==> config.mk <==
export PLATFORM = sky130hd
export DESIGN_NAME = codec_pin_ctrl
export DESIGN_NICKNAME = d
export VERILOG_FILES = /design/src/hdl/pin_ctrl_pkg.sv /design/src/hdl/pin_sync.sv /design/src/hdl/int_pulse.sv /design/src/hdl/codec_pin_ctrl.sv
export SDC_FILE = /design/constraint.sdc
export NUM_CORES = 1
export LEC_CHECK = 0
export BUFFER_PORTS_ARGS = -buffer_cell sky130_fd_sc_hd__buf_2
export CAP_MARGIN = 15
export CORE_MARGIN = 2
export CORE_UTILIZATION = 45
export CTS_CLUSTER_DIAMETER = 80
export CTS_CLUSTER_SIZE = 20
export DETAILED_ROUTE_END_ITERATION = 8
export PLACE_DENSITY = 0.68
export RECOVER_POWER = 25
export SLEW_MARGIN = 25
export SYNTH_ARGS = -nofsm -noshare
export SYNTH_HDL_FRONTEND = slang
export SYNTH_SLANG_ARGS = --single-unit
==> constraint.sdc <==
create_clock -name mclk_i -period 2 [get_ports mclk_i]
set_clock_uncertainty 0.15 [all_clocks]
set_input_delay 0.4 -clock mclk_i [delete_from_list [all_inputs] [get_ports mclk_i]]
set_output_delay 0.4 -clock mclk_i [all_outputs]
set_load 0.03 [all_outputs]
==> src/hdl/pin_ctrl_pkg.sv <==
package pin_ctrl_pkg;

  // ****************************************************************
  // Auxiliary pin function codes
  // ****************************************************************
  localparam logic [3:0] AUX_FN_ADC_WCLK   = 4'h0;
  localparam logic [3:0] AUX_FN_CLK_OUT    = 4'h1;
  localparam logic [3:0] AUX_FN_INT_SHORT  = 4'h2;
  localparam logic [3:0] AUX_FN_INT_NOISE  = 4'h3;
  localparam logic [3:0] AUX_FN_INT_BUTTON = 4'h4;
  localparam logic [3:0] AUX_FN_INT_HEAD   = 4'h5;
  localparam logic [3:0] AUX_FN_ALT_WCLK   = 4'h6;
  localparam logic [3:0] AUX_FN_DMIC       = 4'h7;
  localparam logic [3:0] AUX_FN_GP_IN      = 4'h8;
  localparam logic [3:0] AUX_FN_GP_OUT     = 4'h9;
  localparam logic [3:0] AUX_FN_ALT_DATA   = 4'ha;

  // ****************************************************************
  // Microphone oversampling selection
  // ****************************************************************
  localparam logic [1:0] OSR_SEL_128 = 2'h0;
  localparam logic [1:0] OSR_SEL_64  = 2'h1;
  localparam logic [1:0] OSR_SEL_32  = 2'h2;
  localparam int         OSR_128     = 128;
  localparam int         OSR_64      = 64;
  localparam int         OSR_32      = 32;

  // ****************************************************************
  // Interrupt pulse timing
  // ****************************************************************
  localparam int CLK_PERIOD_NS  = 10;
  localparam int PULSE_MS       = 2;
  localparam int PULSE_CYCLES   = PULSE_MS * 1000000 / CLK_PERIOD_NS;
  localparam int TRAIN_HALF_CYC = PULSE_CYCLES;

endpackage : pin_ctrl_pkg

==> src/hdl/pin_sync.sv <==
`timescale 1ns/10ps

module pin_sync
#(
  parameter int WIDTH = 1
)
(
  // Clock and reset
  input  wire logic             mclk_i,
  input  wire logic             rst_n_i,
  // Data
  input  wire logic [WIDTH-1:0] async_i,
  output logic      [WIDTH-1:0] sync_o
);

  logic [WIDTH-1:0] meta;

  always_ff @(posedge mclk_i)
  begin
    if (!rst_n_i)
    begin
      meta   <= '0;
      sync_o <= '0;
    end
    else
    begin
      meta   <= async_i;
      sync_o <= meta;
    end
  end

endmodule : pin_sync

==> src/hdl/int_pulse.sv <==
`timescale 1ns/10ps

module int_pulse
#(
  parameter int PULSE_CYCLES = pin_ctrl_pkg::PULSE_CYCLES
)
(
  // Clock and reset
  input  wire logic mclk_i,
  input  wire logic rst_n_i,
  // Control
  input  wire logic event_i,
  input  wire logic train_i,
  output logic      pulse_o
);

  localparam int CW = $clog2(PULSE_CYCLES + 1);
  localparam logic [CW-1:0] LAST = CW'(PULSE_CYCLES - 1);

  logic          event_d;
  logic [CW-1:0] count;
  logic          busy;

  always_ff @(posedge mclk_i)
  begin
    if (!rst_n_i)
      event_d <= 1'b0;
    else
      event_d <= event_i;
  end

  // ****************************************************************
  // Pulse timer
  // ****************************************************************
  always_ff @(posedge mclk_i)
  begin
    if (!rst_n_i)
    begin
      busy    <= 1'b0;
      count   <= '0;
      pulse_o <= 1'b0;
    end
    else if (busy)
    begin
      if (count == LAST)
      begin
        count <= '0;
        if (train_i)
        begin
          // train toggles
          // Low phase ends the train once the event is gone
          pulse_o <= !pulse_o && event_i;
          busy    <= pulse_o || event_i;
        end
        else
        begin
          busy    <= 1'b0;
          pulse_o <= 1'b0;
        end
      end
      else
        count <= count + CW'(1);
    end
    else if ((train_i && event_i) || (event_i && !event_d))
    begin
      busy    <= 1'b1;
      pulse_o <= 1'b1;
      count   <= '0;
    end
  end

endmodule : int_pulse

==> src/hdl/codec_pin_ctrl.sv <==
`timescale 1ns/10ps

module codec_pin_ctrl
#(
  parameter int PULSE_CYCLES = pin_ctrl_pkg::PULSE_CYCLES
)
(
  // Clock and reset
  input  wire logic       mclk_i,
  input  wire logic       rst_n_i,
  // Mode and configuration
  input  wire logic       spi_mode_i,
  input  wire logic [3:0] aux_one_func_i,
  input  wire logic [3:0] aux_two_func_i,
  input  wire logic       aux_one_train_i,
  input  wire logic       aux_two_train_i,
  input  wire logic       aux_one_level_i,
  input  wire logic       aux_two_level_i,
  input  wire logic [1:0] osr_sel_i,
  input  wire logic [1:0] ctl_data_func_i,
  input  wire logic [1:0] ctl_clk_func_i,
  input  wire logic       ctl_data_level_i,
  input  wire logic       ctl_clk_level_i,
  input  wire logic       pin_three_alt_i,
  input  wire logic       pin_two_out_en_i,
  input  wire logic       pin_two_level_i,
  // Internal sources
  input  wire logic       adc_wclk_i,
  input  wire logic       gen_clk_i,
  input  wire logic       alt_wclk_i,
  input  wire logic       short_evt_i,
  input  wire logic       noise_evt_i,
  input  wire logic       button_evt_i,
  input  wire logic       headset_evt_i,
  // Status
  output logic            aux_one_in_o,
  output logic            aux_two_in_o,
  output logic            ctl_data_in_o,
  output logic            ctl_clk_in_o,
  output logic            pin_zero_in_o,
  output logic            pin_one_in_o,
  output logic            pin_three_in_o,
  // Data toward the codec
  output logic            dmic_data_o,
  output logic            dmic_valid_o,
  output logic            alt_data_o,
  // Aux pin one
  input  wire logic       aux_pin_one_i,
  output logic            aux_pin_one_o,
  output logic            aux_pin_one_oe_o,
  // Aux pin two
  input  wire logic       aux_pin_two_i,
  output logic            aux_pin_two_o,
  output logic            aux_pin_two_oe_o,
  // Control bus pins as GPIO
  input  wire logic       ctl_data_pin_i,
  output logic            ctl_data_pin_o,
  output logic            ctl_data_pin_oe_o,
  input  wire logic       ctl_clk_pin_i,
  output logic            ctl_clk_pin_o,
  output logic            ctl_clk_pin_oe_o,
  // Shared pins
  input  wire logic       shared_pin_zero_i,
  input  wire logic       shared_pin_one_i,
  output logic            shared_pin_two_o,
  output logic            shared_pin_two_oe_o,
  input  wire logic       shared_pin_three_i
);

  // ****************************************************************
  // Input synchronisers
  // ****************************************************************
  logic [6:0] raw_pins;
  logic [6:0] sync_pins;
  logic       one_s;
  logic       two_s;
  logic       cd_s;
  logic       ck_s;
  logic       z_s;
  logic       o_s;
  logic       t_s;

  assign raw_pins = {shared_pin_three_i, shared_pin_one_i, shared_pin_zero_i,
                     ctl_clk_pin_i, ctl_data_pin_i, aux_pin_two_i, aux_pin_one_i};

  pin_sync #(.WIDTH(7)) u_sync
  (
    .mclk_i  (mclk_i),
    .rst_n_i (rst_n_i),
    .async_i (raw_pins),
    .sync_o  (sync_pins)
  );

  assign {t_s, o_s, z_s, ck_s, cd_s, two_s, one_s} = sync_pins;

  // ****************************************************************
  // Interrupt sources and pulse shaping
  // ****************************************************************
  logic one_evt;
  logic two_evt;
  logic one_pulse;
  logic two_pulse;

  function automatic logic pick_event(input logic [3:0] fn, input logic s,
                                      input logic n, input logic b, input logic h);
    unique case (fn)
      pin_ctrl_pkg::AUX_FN_INT_SHORT:  pick_event = s;
      pin_ctrl_pkg::AUX_FN_INT_NOISE:  pick_event = n;
      pin_ctrl_pkg::AUX_FN_INT_BUTTON: pick_event = b;
      pin_ctrl_pkg::AUX_FN_INT_HEAD:   pick_event = h;
      default:                         pick_event = 1'b0;
    endcase
  endfunction : pick_event

  assign one_evt = pick_event(aux_one_func_i, short_evt_i, noise_evt_i, button_evt_i, headset_evt_i);
  assign two_evt = pick_event(aux_two_func_i, short_evt_i, noise_evt_i, button_evt_i, headset_evt_i);

  int_pulse #(.PULSE_CYCLES(PULSE_CYCLES)) u_pulse_one
  (
    .mclk_i  (mclk_i),
    .rst_n_i (rst_n_i),
    .event_i (one_evt),
    .train_i (aux_one_train_i),
    .pulse_o (one_pulse)
  );

  int_pulse #(.PULSE_CYCLES(PULSE_CYCLES)) u_pulse_two
  (
    .mclk_i  (mclk_i),
    .rst_n_i (rst_n_i),
    .event_i (two_evt),
    .train_i (aux_two_train_i),
    .pulse_o (two_pulse)
  );

  // ****************************************************************
  // Microphone modulator clock
  // ****************************************************************
  logic [6:0] osr_count;
  logic [6:0] osr_last;
  logic       mod_clk;
  logic       mod_rise;

  always_comb
  begin
    unique case (osr_sel_i)
      pin_ctrl_pkg::OSR_SEL_64: osr_last = 7'(pin_ctrl_pkg::OSR_64 / 2 - 1);
      pin_ctrl_pkg::OSR_SEL_32: osr_last = 7'(pin_ctrl_pkg::OSR_32 / 2 - 1);
      default:                  osr_last = 7'(pin_ctrl_pkg::OSR_128 / 2 - 1);
    endcase
  end

  always_ff @(posedge mclk_i)
  begin
    if (!rst_n_i)
    begin
      osr_count <= 7'h00;
      mod_clk   <= 1'b0;
    end
    else if (osr_count >= osr_last)
    begin
      osr_count <= 7'h00;
      mod_clk   <= ~mod_clk;
    end
    else
      osr_count <= osr_count + 7'h01;
  end

  assign mod_rise = (osr_count >= osr_last) && !mod_clk;

  always_ff @(posedge mclk_i)
  begin
    if (!rst_n_i)
    begin
      dmic_data_o  <= 1'b0;
      dmic_valid_o <= 1'b0;
    end
    else
    begin
      dmic_valid_o <= mod_rise && (aux_two_func_i == pin_ctrl_pkg::AUX_FN_DMIC);
      if (mod_rise)
        dmic_data_o <= two_s;
    end
  end

  // ****************************************************************
  // Auxiliary pin drive
  // ****************************************************************
  logic next_one;
  logic next_one_oe;
  logic next_two;
  logic next_two_oe;

  always_comb
  begin
    next_one    = 1'b0;
    next_one_oe = 1'b1;
    unique case (aux_one_func_i)
      pin_ctrl_pkg::AUX_FN_ADC_WCLK:  next_one = adc_wclk_i;
      pin_ctrl_pkg::AUX_FN_CLK_OUT:   next_one = gen_clk_i;
      pin_ctrl_pkg::AUX_FN_ALT_WCLK:  next_one = alt_wclk_i;
      pin_ctrl_pkg::AUX_FN_DMIC:      next_one = mod_clk;
      pin_ctrl_pkg::AUX_FN_GP_OUT:    next_one = aux_one_level_i;
      pin_ctrl_pkg::AUX_FN_INT_SHORT,
      pin_ctrl_pkg::AUX_FN_INT_NOISE,
      pin_ctrl_pkg::AUX_FN_INT_BUTTON,
      pin_ctrl_pkg::AUX_FN_INT_HEAD:  next_one = one_pulse;
      default:                        next_one_oe = 1'b0;
    endcase
  end

  always_comb
  begin
    next_two    = 1'b0;
    next_two_oe = 1'b1;
    unique case (aux_two_func_i)
      pin_ctrl_pkg::AUX_FN_GP_OUT:    next_two = aux_two_level_i;
      pin_ctrl_pkg::AUX_FN_INT_SHORT,
      pin_ctrl_pkg::AUX_FN_INT_NOISE,
      pin_ctrl_pkg::AUX_FN_INT_BUTTON,
      pin_ctrl_pkg::AUX_FN_INT_HEAD:  next_two = two_pulse;
      default:                        next_two_oe = 1'b0;
    endcase
  end

  always_ff @(posedge mclk_i)
  begin
    if (!rst_n_i)
    begin
      aux_pin_one_o    <= 1'b0;
      aux_pin_one_oe_o <= 1'b0;
      aux_pin_two_o    <= 1'b0;
      aux_pin_two_oe_o <= 1'b0;
    end
    else
    begin
      aux_pin_one_o    <= next_one;
      aux_pin_one_oe_o <= next_one_oe;
      aux_pin_two_o    <= next_two;
      aux_pin_two_oe_o <= next_two_oe;
    end
  end

  // ****************************************************************
  // Control and shared pins
  // ****************************************************************
  always_ff @(posedge mclk_i)
  begin
    if (!rst_n_i)
    begin
      ctl_data_pin_o      <= 1'b0;
      ctl_data_pin_oe_o   <= 1'b0;
      ctl_clk_pin_o       <= 1'b0;
      ctl_clk_pin_oe_o    <= 1'b0;
      shared_pin_two_o    <= 1'b0;
      shared_pin_two_oe_o <= 1'b0;
    end
    else
    begin
      ctl_data_pin_o      <= ctl_data_level_i;
      ctl_data_pin_oe_o   <= spi_mode_i && ctl_data_func_i[0];
      ctl_clk_pin_o       <= ctl_clk_level_i;
      ctl_clk_pin_oe_o    <= spi_mode_i && ctl_clk_func_i[0];
      shared_pin_two_o    <= pin_two_level_i;
      shared_pin_two_oe_o <= !spi_mode_i && pin_two_out_en_i;
    end
  end

  // ****************************************************************
  // Status and input data
  // ****************************************************************
  always_ff @(posedge mclk_i)
  begin
    if (!rst_n_i)
    begin
      aux_one_in_o   <= 1'b0;
      aux_two_in_o   <= 1'b0;
      ctl_data_in_o  <= 1'b0;
      ctl_clk_in_o   <= 1'b0;
      pin_zero_in_o  <= 1'b0;
      pin_one_in_o   <= 1'b0;
      pin_three_in_o <= 1'b0;
      alt_data_o     <= 1'b0;
    end
    else
    begin
      aux_one_in_o   <= (aux_one_func_i == pin_ctrl_pkg::AUX_FN_GP_IN) ? one_s : 1'b0;
      aux_two_in_o   <= (aux_two_func_i == pin_ctrl_pkg::AUX_FN_GP_IN) ? two_s : 1'b0;
      ctl_data_in_o  <= (spi_mode_i && !ctl_data_func_i[0]) ? cd_s : 1'b0;
      ctl_clk_in_o   <= (spi_mode_i && !ctl_clk_func_i[0]) ? ck_s : 1'b0;
      pin_zero_in_o  <= spi_mode_i ? 1'b0 : z_s;
      pin_one_in_o   <= spi_mode_i ? 1'b0 : o_s;
      pin_three_in_o <= (!spi_mode_i && !pin_three_alt_i) ? t_s : 1'b0;
      alt_data_o     <= (!spi_mode_i && pin_three_alt_i) ? t_s : 1'b0;
    end
  end

endmodule : codec_pin_ctrl

==> out/qor.txt, run 1 <==
Status: finished, violations left
Failing checks: setup timing
Worst-skew pair later-pin latency: 360 ps
Post-Syn Instances: 423
Seq cells post-synth: 84
Commonest cells post-synth: 84 x dfxtp_1, 37 x nand2_1, 31 x nand3_1, 28 x a21oi_1, 26 x nor2_1
Die Y: 95.1 µm
Maxcap violations: 0
Final period utilization: 104%
First-pass GRT wire length: 14.4 mm
Depth of the CTS H-tree: 3
Least-Margin Pin Slew: 551 ps
Fraction of registers with async set or reset after synthesis: 0%
Met3 Use GR: 4.51%
Iter 0 DRT Violations: 106
Worst Path Required: 2100 ps
Slew Viols, Final: 0
Worst Hold Launch: pin_three_alt_i
F_max: 0.481 GHz
Worst Setup SP: u_pulse_two.count[6]
Area growth, synth to finish: 33.2%
Antenna-violating nets left: 0
Syn Nets: 469
Synth Warn #: 0
# fillers: 699
Crit Path Max Fanout: 4
Most used flip-flop cell after synthesis: dfxtp_1
Overflow after GRT: 0
Library cells used by synthesis: 57
GRT Max-Usage Layer: met2
Final worst slack: -81.0 ps
Placed Area: 0.00461 mm²
Pin count of the biggest net entering global routing: 39
Power per cell area: 635 mW/mm²
HP Class: in2reg
Chip width: 95.1 µm
Initial antenna violation count: 0
WL final: 8.83 mm
Clk slew on worst S/H paths: 90 ps
Clock root cell: clkbuf_8
GP Congestion: 0.862
Setup crit end kind: flop
CTS buffer count: 9
Floorplan Core Area: 0.00813 mm²
Ranking of synthesized cells by area: dfxtp_1 45%, and2_1 4.2%, nand3_1 4.2%
Vias: 3499
Post-Syn Area: 0.00373 mm²
Setup TNS: -241 ps
Worst VDD drop: 0.390 mV
Count leader, synth: dfxtp_1
Fraction of layout cells with a size suffix above 1: 34.4%
Final hold vios: 0
Row count: 33
Critical path class: reg2reg
Full die area: 0.00904 mm²
Min Tclk post-route: 2080 ps
Nets: 597
Met2 Track Usage GR: 34.4%
GR Util All Layers: 20.1%
Grt met1 use: 24.8%
Number of vias per cell: 5.29
Detailed Routing Iterations Pass 1: 4
Synth area leader: dfxtp_1
Leak Pwr: 0.00204 µW
Vias in the first global route: 3210
CTS max path bufs: 2
PortBufs: 57
Seq/Total Area, Yosys: 45.1%
EDFF count, synth: 0
CTS tree: built
Detailed placer's ending HPWL: 6.41 mm
FF-to-FF Start: u_pulse_two.count[6]
Ports: 60
Initial Util: 45.9%
Sink Count: 84
Routed WL per cell: 13.4 µm
Type of origin of the critical path: flop
Unrepaired setup endpoints after global routing: true
Antenna cells: 0
Top-area cell type share of the netlist area: 45.1%
Crit path DAT: 2180 ps
Rel. slew slack: 63.2%
Design area: 0.00497 mm²
Drc violations: 0
Syn Area/Cell: 8.82 µm²
Final setup violating endpoints: 6
[cell type report]
class | count | area, µm² | share of cell area, %
well taps | 105 | 131 | 2.64
flip-flops and latches | 84 | 1690 | 34.0
clock buffers | 10 | 128 | 2.57
repair buffers | 133 | 866 | 17.4
clock inverters | 6 | 47.5 | 0.957
inverters | 13 | 48.8 | 0.982
multi-input cells | 310 | 2060 | 41.4
[per-layer routing]
layer	vias up	wire length, µm	share of wire (%)
met4	0	162	1.8
met2	57	4300	49
met3	19	252	2.9
li1	1786	-	-
met5	-	0	0
met1	1637	4110	47
[per-stage QoR]
step | power (µW) | setup WS [ps] | utilization, % | cells | hold WS, ps
2_1_floorplan | 1940 | -157 | - | 423 | 255
3_3_place_gp | 2080 | -189 | 56.6 | 638 | 263
3_5_place_dp | 2090 | -265 | 56.6 | 638 | 265
4_1_cts | 3180 | -105 | 60.1 | 659 | 39.0
5_1_grt | 3300 | -126 | 61.1 | 661 | 37.1
6_report | 3160 | -81.0 | 61.1 | 661 | 57.5
[worst paths after layout]
path	to	slack, ps	cells past startpoint
max	u_pulse_two.count[12]	-80	5
min	pin_three_in_o	60	2
max reg2reg	u_pulse_two.count[12]	-80	5
min reg2reg	pin_one_in_o	280	1
[repair_timing]
action                     4_1_cts  5_1_grt
gates resized for setup         26       18
pin swaps                       18       20
setup endpoints to repair       28       36
buffers inserted                 5        3
hold buffers                     0        0
cloned                           0        0
[flip-flops by register name, indices dropped and copies added, names as in the netlist, 7 cells and up]
name and flops:
u_sync.sync_o 7, osr_count 7, u_pulse_one.count 18, u_pulse_two.count 18
u_sync.meta 7
[logic make-up after synthesis]
group | Yosys count | synth area share (%)
buffers and inverters | 29 | 3.42
DFF | 84 | 45.1
adders and majority gates | 6 | 2.01
xor gates and xnor gates | 12 | 2.82
and+or+nand+nor | 192 | 28.8
muxes | 8 | 2.15
AOI/OAI and AO/OA | 92 | 15.7
[where the power goes]
group          switching (µW)  internal (µW)
Combinational             181            155
Sequential               21.1           1710
Clock                     627            459
[placed cells by master (no fill, tap or decap), types with 4 or more instances in the layout]
cell type   count
clkinvlp_4      4
buf_4          71
nor2_1         25
nand3_1        30
nand4_1         8
inv_1          12
mux2i_1         8
nand3b_1        4
nand2b_1        6
ha_1            6
and2_1         23
and3_1         13
or3_1          10
a21oi_2         7
o21ai_1         9
o21ai_0        12
buf_6           4
a31oi_1        11
nand2_1        37
clkbuf_8        9
nor3b_1         5
dfxtp_1        76
dfxtp_2         8
buf_2          56
xor2_1          6
a21oi_1        19
xnor2_1         6
nor4_1          4
[critical path: stages (launching register included)]
cell and delay [ps]:
dfxtp_2 330, or4b_4 550, nor4_4 340, a21boi_2 140
o2111a_1 130, or3_1 330
Note: power is estimated with default switching activity, not from simulation.
==> run 2: changes to the inputs <==
- CORE_UTILIZATION: 45 -> 51
- PLACE_DENSITY: 0.68 -> 0.76
==> run 2 against run 1 <==
Net effect: the run still ends with setup timing left; register-to-register slack hardly changed; worst setup slack worse by 15 ps; combinational power is 1% higher; sequential cell count stayed put; global-route usage is 2.7 points higher; highest routed layer unchanged; total power is 10% higher; final cell count is 2.7% lower; count of clock-buffer cells in the layout stayed put; critical path type unchanged; die area is 11% lower; hold slack worse by 17 ps; maximum frequency is 0.70% lower; critical path depth is 1 higher.
==> out/qor.txt, run 2 (same netlist as run 1, synthesis figures left out) <==
Area growth, synth to finish: 32.9% (was 33.2%)
Storage element area: 0.00169 mm² (about the same)
Type of origin of the critical path: flop (unchanged)
Nets: 585 (was 597)
Full die area: 0.00802 mm² (was 0.00904 mm²)
Layout Cells excl Fill: 643 (was 661)
GP Congestion: 0.867 (was 0.862)
Critical path's slowest cell: or4b_4 (unchanged)
Commonest cells after routing, fill and taps aside: 75 x dfxtp_1, 56 x buf_2, 55 x buf_4 (was 76 x dfxtp_1, 71 x buf_4, 56 x buf_2)
Setup crit end kind: flop (unchanged)
Worst Setup SP: u_pulse_two.count[9] (was u_pulse_two.count[6])
Crit Path Max Fanout: 3 (was 4)
Clock root cell: clkbuf_8 (unchanged)
Critical path class: reg2reg (unchanged)
Worst path buffer plus inverter count: 1 (was 0)
Worst Hold Launch: ctl_clk_func_i[0] (was pin_three_alt_i)
GR Util All Layers: 22.8% (was 20.1%)
Final hold vios: 0 (unchanged)
Design area: 0.00496 mm² (was 0.00497 mm²)
Slew Viols, Final: 0 (unchanged)
Reg2reg setup slack: -100 ps (was -80 ps)
Antenna cells: 0 (unchanged)
Row count: 31 (was 33)
Fraction of layout cells with a size suffix above 1: 33.3% (was 34.4%)
Final worst slack: -95.7 ps (was -81.0 ps)
Crit path DAT: 2210 ps (was 2180 ps)
Failing checks: setup timing (unchanged)
Worst-skew pair later-pin latency: 370 ps (was 360 ps)
PortBufs: 57 (unchanged)
FF-to-FF Start: u_pulse_two.count[9] (was u_pulse_two.count[6])
F_max: 0.477 GHz (was 0.481 GHz)
WHS Endpoint: ctl_clk_in_o (was pin_three_in_o)
# fillers: 589 (was 699)
Placed cells: 621 (was 638)
Iter 0 DRT Violations: 112 (was 106)
CTS buffer count: 9 (unchanged)
Routed WL per cell: 14.4 µm (was 13.4 µm)
# hold bufs at CTS: 0 (unchanged)
Crit Reg-Reg Endpoint: u_pulse_two.count[12] (unchanged)
CTS max path bufs: 2 (unchanged)
Final period utilization: 105% (was 104%)
Worst Path Required: 2110 ps (was 2100 ps)
Pin count of the biggest net entering global routing: 29 (was 39)
Commonest non-fill, non-tap cell in the layout: dfxtp_1 (unchanged)
Vias in the first global route: 3240 (was 3210)
Rel. slew slack: 35.9% (was 63.2%)
First-pass GRT wire length: 14.1 mm (was 14.4 mm)
Worst VDD drop: 0.450 mV (was 0.390 mV)
Die Y: 89.5 µm (was 95.1 µm)
Cell Chain, Critical Path: or4b_4, nor4_4, buf_4, a21boi_2, o2111a_1, or3_1 (was or4b_4, nor4_4, a21boi_2, o2111a_1, or3_1)
Drc violations: 0 (unchanged)
Clk slew on worst S/H paths: 90 ps (about the same)
Multi-input gate area: 0.00207 mm² (was 0.00206 mm²)
CTS tree: built (unchanged)
Depth of the most critical reg-to-reg path: 6 (was 5)
Placed Area: 0.00453 mm² (was 0.00461 mm²)
Maxcap violations: 0 (unchanged)
Vias: 3582 (was 3499)
Worst hold path stage count: 2 (unchanged)
WL final: 9.27 mm (was 8.83 mm)
Overflow after GRT: 0 (unchanged)
Final setup violating endpoints: 6 (unchanged)
Antenna-violating nets left: 0 (unchanged)
Detailed placer's ending HPWL: 6.37 mm (was 6.41 mm)
Depth of the CTS H-tree: 3 (unchanged)
Initial Util: 52.0% (was 45.9%)
Number of vias per cell: 5.57 (was 5.29)
Sink Count: 84 (unchanged)
Min Tclk post-route: 2100 ps (was 2080 ps)
Initial antenna violation count: 0 (unchanged)
Regs by FF count: u_pulse_one.count: 18 flops, u_pulse_two.count: 18 flops (unchanged)
Chip width: 89.5 µm (was 95.1 µm)
Leak Pwr: 0.00201 µW (was 0.00204 µW)
Ports: 60 (unchanged)
HP Class: in2reg (unchanged)
Setup TNS: -300 ps (was -241 ps)
Crit path max-delay family: simple AND/OR/NAND/NOR gates (unchanged)
Status: finished, violations left (unchanged)
Unrepaired setup endpoints after global routing: true (unchanged)
Min Hold Slack: 40.8 ps (was 57.5 ps)
Floorplan Core Area: 0.00718 mm² (was 0.00813 mm²)
Power per cell area: 701 mW/mm² (was 635 mW/mm²)
Crit-path max cell delay: 540 ps (was 550 ps)
Detailed Routing Iterations Pass 1: 4 (unchanged)
Least-Margin Pin Slew: 961 ps (was 551 ps)
[run 2: metal layers]
layer | GRT usage [%] | part of all wire [%] | up-vias
li1 | - | - | 1761
met1 | 27.3 | 43 | 1714
met2 | 38.9 | 51 | 84
met3 | 5.63 | 3.7 | 23
met4 | 9.36 | 2.6 | 0
met5 | 0 | 0 | -
[run 2: cell type report]
cell class | instances | area share, %
multi-input combinational | 310 | 41.7
clock inverter | 6 | 1.89
timing repair buffer | 121 | 16.0
clock buffer | 10 | 2.78
tap | 99 | 2.50
inverter | 13 | 0.984
sequential | 84 | 34.1
[run 2: worst max path at each step]
stage,to,slack (ps),cells after the start
2_1_floorplan,u_pulse_two.count[12],-160,5
3_3_place_gp,u_pulse_one.count[5],-130,7
5_1_grt,u_pulse_two.count[12],-190,6
4_1_cts,u_pulse_two.count[9],-80,7
6_report,u_pulse_two.count[12],-100,6
3_5_place_dp,u_pulse_one.count[8],-210,7
[run 2: stage by stage]
stage | util [%] | setup WS (ps) | total power, µW
6_report | 69.1 | -95.7 | 3480
5_1_grt | 69.1 | -186 | 3580
4_1_cts | 67.3 | -79.5 | 3470
3_5_place_dp | 63.1 | -208 | 2090
3_3_place_gp | 63.1 | -129 | 2070
2_1_floorplan | - | -157 | 1940
[run 2: worst register-to-register path, cell delays in order, from the launching register on]
cell and delay, ps:
dfxtp_2 320, or4b_4 540, nor4_4 310, buf_4 160
a21boi_2 70, o2111a_1 110, or3_1 330
[run 2: where the power goes]
group	internal [µW]	switching, µW
Sequential	1710	24.0
Clock	748	654
Combinational	156	184
Total	2620	862
[run 2: what timing repair did]
action                                  in CTS  in global routing
cloned                                       0                  0
buffers inserted                             3                  3
endpoints found under the setup margin      28                 31
resized for setup                           17                 31
pin swaps                                    8                 11
==> run 3: changes to the inputs <==
- CTS_CLUSTER_SIZE: 20 -> 12
- REMOVE_ABC_BUFFERS: unset -> 1
==> run 3 against run 2 <==
Net effect: the run still ends with setup timing left; count of clock-buffer cells in the layout grew 1; sequential power about the same; clock power shrank 3%; die area stayed put; largest cell class unchanged; sequential share of layout area about the same; sequential cell count unchanged; hold slack gained 25 ps; non-clock buffer count stayed put; final area is 0.28% lower.
==> out/qor.txt, run 3 (same netlist as run 1, synthesis figures left out) <==
Pin count of the biggest net entering global routing: 39 (was 29)
Commonest non-fill, non-tap cell in the layout: dfxtp_1 (unchanged)
Worst hold path stage count: 2 (unchanged)
Area growth, synth to finish: 32.5% (was 32.9%)
Least-Margin Pin Slew: 878 ps (was 961 ps)
Vias: 3616 (was 3582)
# fillers: 525 (was 589)
Maxcap violations: 0 (unchanged)
Clock power share: 39.6% (was 40.3%)
Final worst slack: -122 ps (was -95.7 ps)
Layout Cells excl Fill: 644 (was 643)
Slew Viols, Final: 0 (unchanged)
WHS Endpoint: ctl_data_in_o (was ctl_clk_in_o)
Worst-skew pair later-pin latency: 350 ps (was 370 ps)
Type of origin of the critical path: flop (unchanged)
Failing checks: setup timing (unchanged)
Final period utilization: 106% (was 105%)
Worst Setup SP: u_pulse_two.count[15] (was u_pulse_two.count[9])
F_max: 0.471 GHz (was 0.477 GHz)
Worst VDD drop: 0.283 mV (was 0.450 mV)
Unrepaired setup endpoints after global routing: true (unchanged)
# hold bufs at CTS: 0 (unchanged)
Overflow after GRT: 0 (unchanged)
Min Tclk post-route: 2120 ps (was 2100 ps)
Critical path class: reg2reg (unchanged)
Util after Layout: 68.9% (was 69.1%)
PortBufs: 57 (unchanged)
Reg power frac: 50.6% (was 49.9%)
Regs by FF count: u_pulse_one.count: 18 flops, u_pulse_two.count: 18 flops (unchanged)
CTS tree: built (unchanged)
Setup crit end kind: flop (unchanged)
Initial Util: 52.0% (unchanged)
Routed WL per cell: 14.6 µm (was 14.4 µm)
Reg2reg setup slack: -120 ps (was -100 ps)
Row count: 31 (unchanged)
Detailed Routing Iterations Pass 1: 5 (was 4)
GR Util All Layers: 23.4% (was 22.8%)
Floorplan Core Area: 0.00718 mm² (unchanged)
Full die area: 0.00802 mm² (unchanged)
Sw Ratio: 23.8% (was 24.8%)
Clk slew on worst S/H paths: 80 ps (was 90 ps)
Iter 0 DRT Violations: 276 (was 112)
FF-to-FF Start: u_pulse_two.count[15] (was u_pulse_two.count[9])
Sink Count: 84 (unchanged)
Detailed placer's ending HPWL: 6.11 mm (was 6.37 mm)
Crit Path Max Fanout: 4 (was 3)
HP Class: in2reg (unchanged)
Crit path DAT: 2210 ps (about the same)
Final setup violating endpoints: 20 (was 6)
First-pass GRT wire length: 14.7 mm (was 14.1 mm)
Status: finished, violations left (unchanged)
Depth of the most critical reg-to-reg path: 5 (was 6)
WL final: 9.37 mm (was 9.27 mm)
CTS buffer count: 9 (unchanged)
Worst Path Required: 2090 ps (was 2110 ps)
Rel. slew slack: 41.5% (was 35.9%)
Chip width: 89.5 µm (unchanged)
Vias in the first global route: 3285 (was 3240)
CTS max path bufs: 2 (unchanged)
Crit Reg-Reg Endpoint: u_pulse_two.count[12] (unchanged)
Clock root cell: clkbuf_8 (unchanged)
Commonest cells after routing, fill and taps aside: 81 x dfxtp_1, 58 x buf_4, 56 x buf_2 (was 75 x dfxtp_1, 56 x buf_2, 55 x buf_4)
Ports: 60 (unchanged)
Die Y: 89.5 µm (unchanged)
Antenna-violating nets left: 0 (unchanged)
GP Congestion: 0.880 (was 0.867)
Depth of the CTS H-tree: 3 (unchanged)
Drc violations: 0 (unchanged)
Final hold vios: 0 (unchanged)
Antenna cells: 0 (unchanged)
Fraction of power consumed by combinational cells: 9.7% (was 9.8%)
Worst Hold Launch: ctl_data_func_i[0] (was ctl_clk_func_i[0])
Fraction of layout cells with a size suffix above 1: 31.7% (was 33.3%)
Cell Int Power: 2600 µW (was 2620 µW)
Total power: 3420 µW (was 3480 µW)
Initial antenna violation count: 0 (unchanged)
NetSw: 815 µW (was 862 µW)
Nets: 586 (was 585)
Leak Pwr: 0.00202 µW (was 0.00201 µW)
Power per cell area: 691 mW/mm² (was 701 mW/mm²)
Placed cells: 621 (unchanged)
Number of vias per cell: 5.61 (was 5.57)
Min Hold Slack: 65.5 ps (was 40.8 ps)
==> run 3: worst max-delay path, stage by stage (launching register included) <==
cell and delay [ps]:
dfxtp_2 330, or4_4 540, nor4_4 410, a21boi_2 120
o2111a_1 120, or3_1 340
==> run 3: what timing repair did <==
item,4_1_cts,5_1_grt
setup endpoints to repair,33,36
hold endpoints to repair,0,0
resized for setup,15,29
cloned,1,1
buffers inserted,4,3
pin swaps,18,18
==> run 3: routing by layer <==
metal,up-vias,global-route usage (%),part of all wire (%)
met4,0,10.7,2.6
met2,134,39.3,48
li1,1774,-,-
met3,33,3.32,5.5
met1,1675,29.7,44
met5,-,0,0
==> run 3: final cells by class <==
| type | count | area [µm²] | area share [%] |
|---|---|---|---|
| clock inverter | 5 | 85.1 | 1.72 |
| inverter | 13 | 48.8 | 0.987 |
| tap | 99 | 124 | 2.51 |
| multi-input combinational | 311 | 2060 | 41.7 |
| timing repair buffer | 121 | 797 | 16.1 |
| clock buffer | 11 | 141 | 2.86 |
| sequential | 84 | 1690 | 34.1 |
==> run 3: metrics by stage <==
step                TNS (ps)  instance area, µm²  worst slack, ps
finish                  -796                4940             -122
detailed placement     -7120                4520             -316
CTS                     -554                4830             -118
global route           -2820                4940             -214
global placement       -7460                4510             -497
floorplan             -11320                3650             -815
==> run 3: power groups by stage <==
stage	clock network (µW)	logic (µW)	registers (µW)
detailed placement	0	310	1770
finish	1360	333	1730
global placement	0	301	1770
CTS	1370	322	1730
floorplan	0	125	1790
global route	1440	365	1740
==> run 3: how the worst max path moves through the flow <==
stage	slack (ps)	cells after the start	to
2_1_floorplan	-820	6	u_pulse_one.count[13]
3_3_place_gp	-500	6	u_pulse_one.count[13]
3_5_place_dp	-320	6	u_pulse_one.count[5]
4_1_cts	-120	5	u_pulse_two.count[12]
5_1_grt	-210	5	u_pulse_two.count[12]
6_report	-120	5	u_pulse_two.count[12]
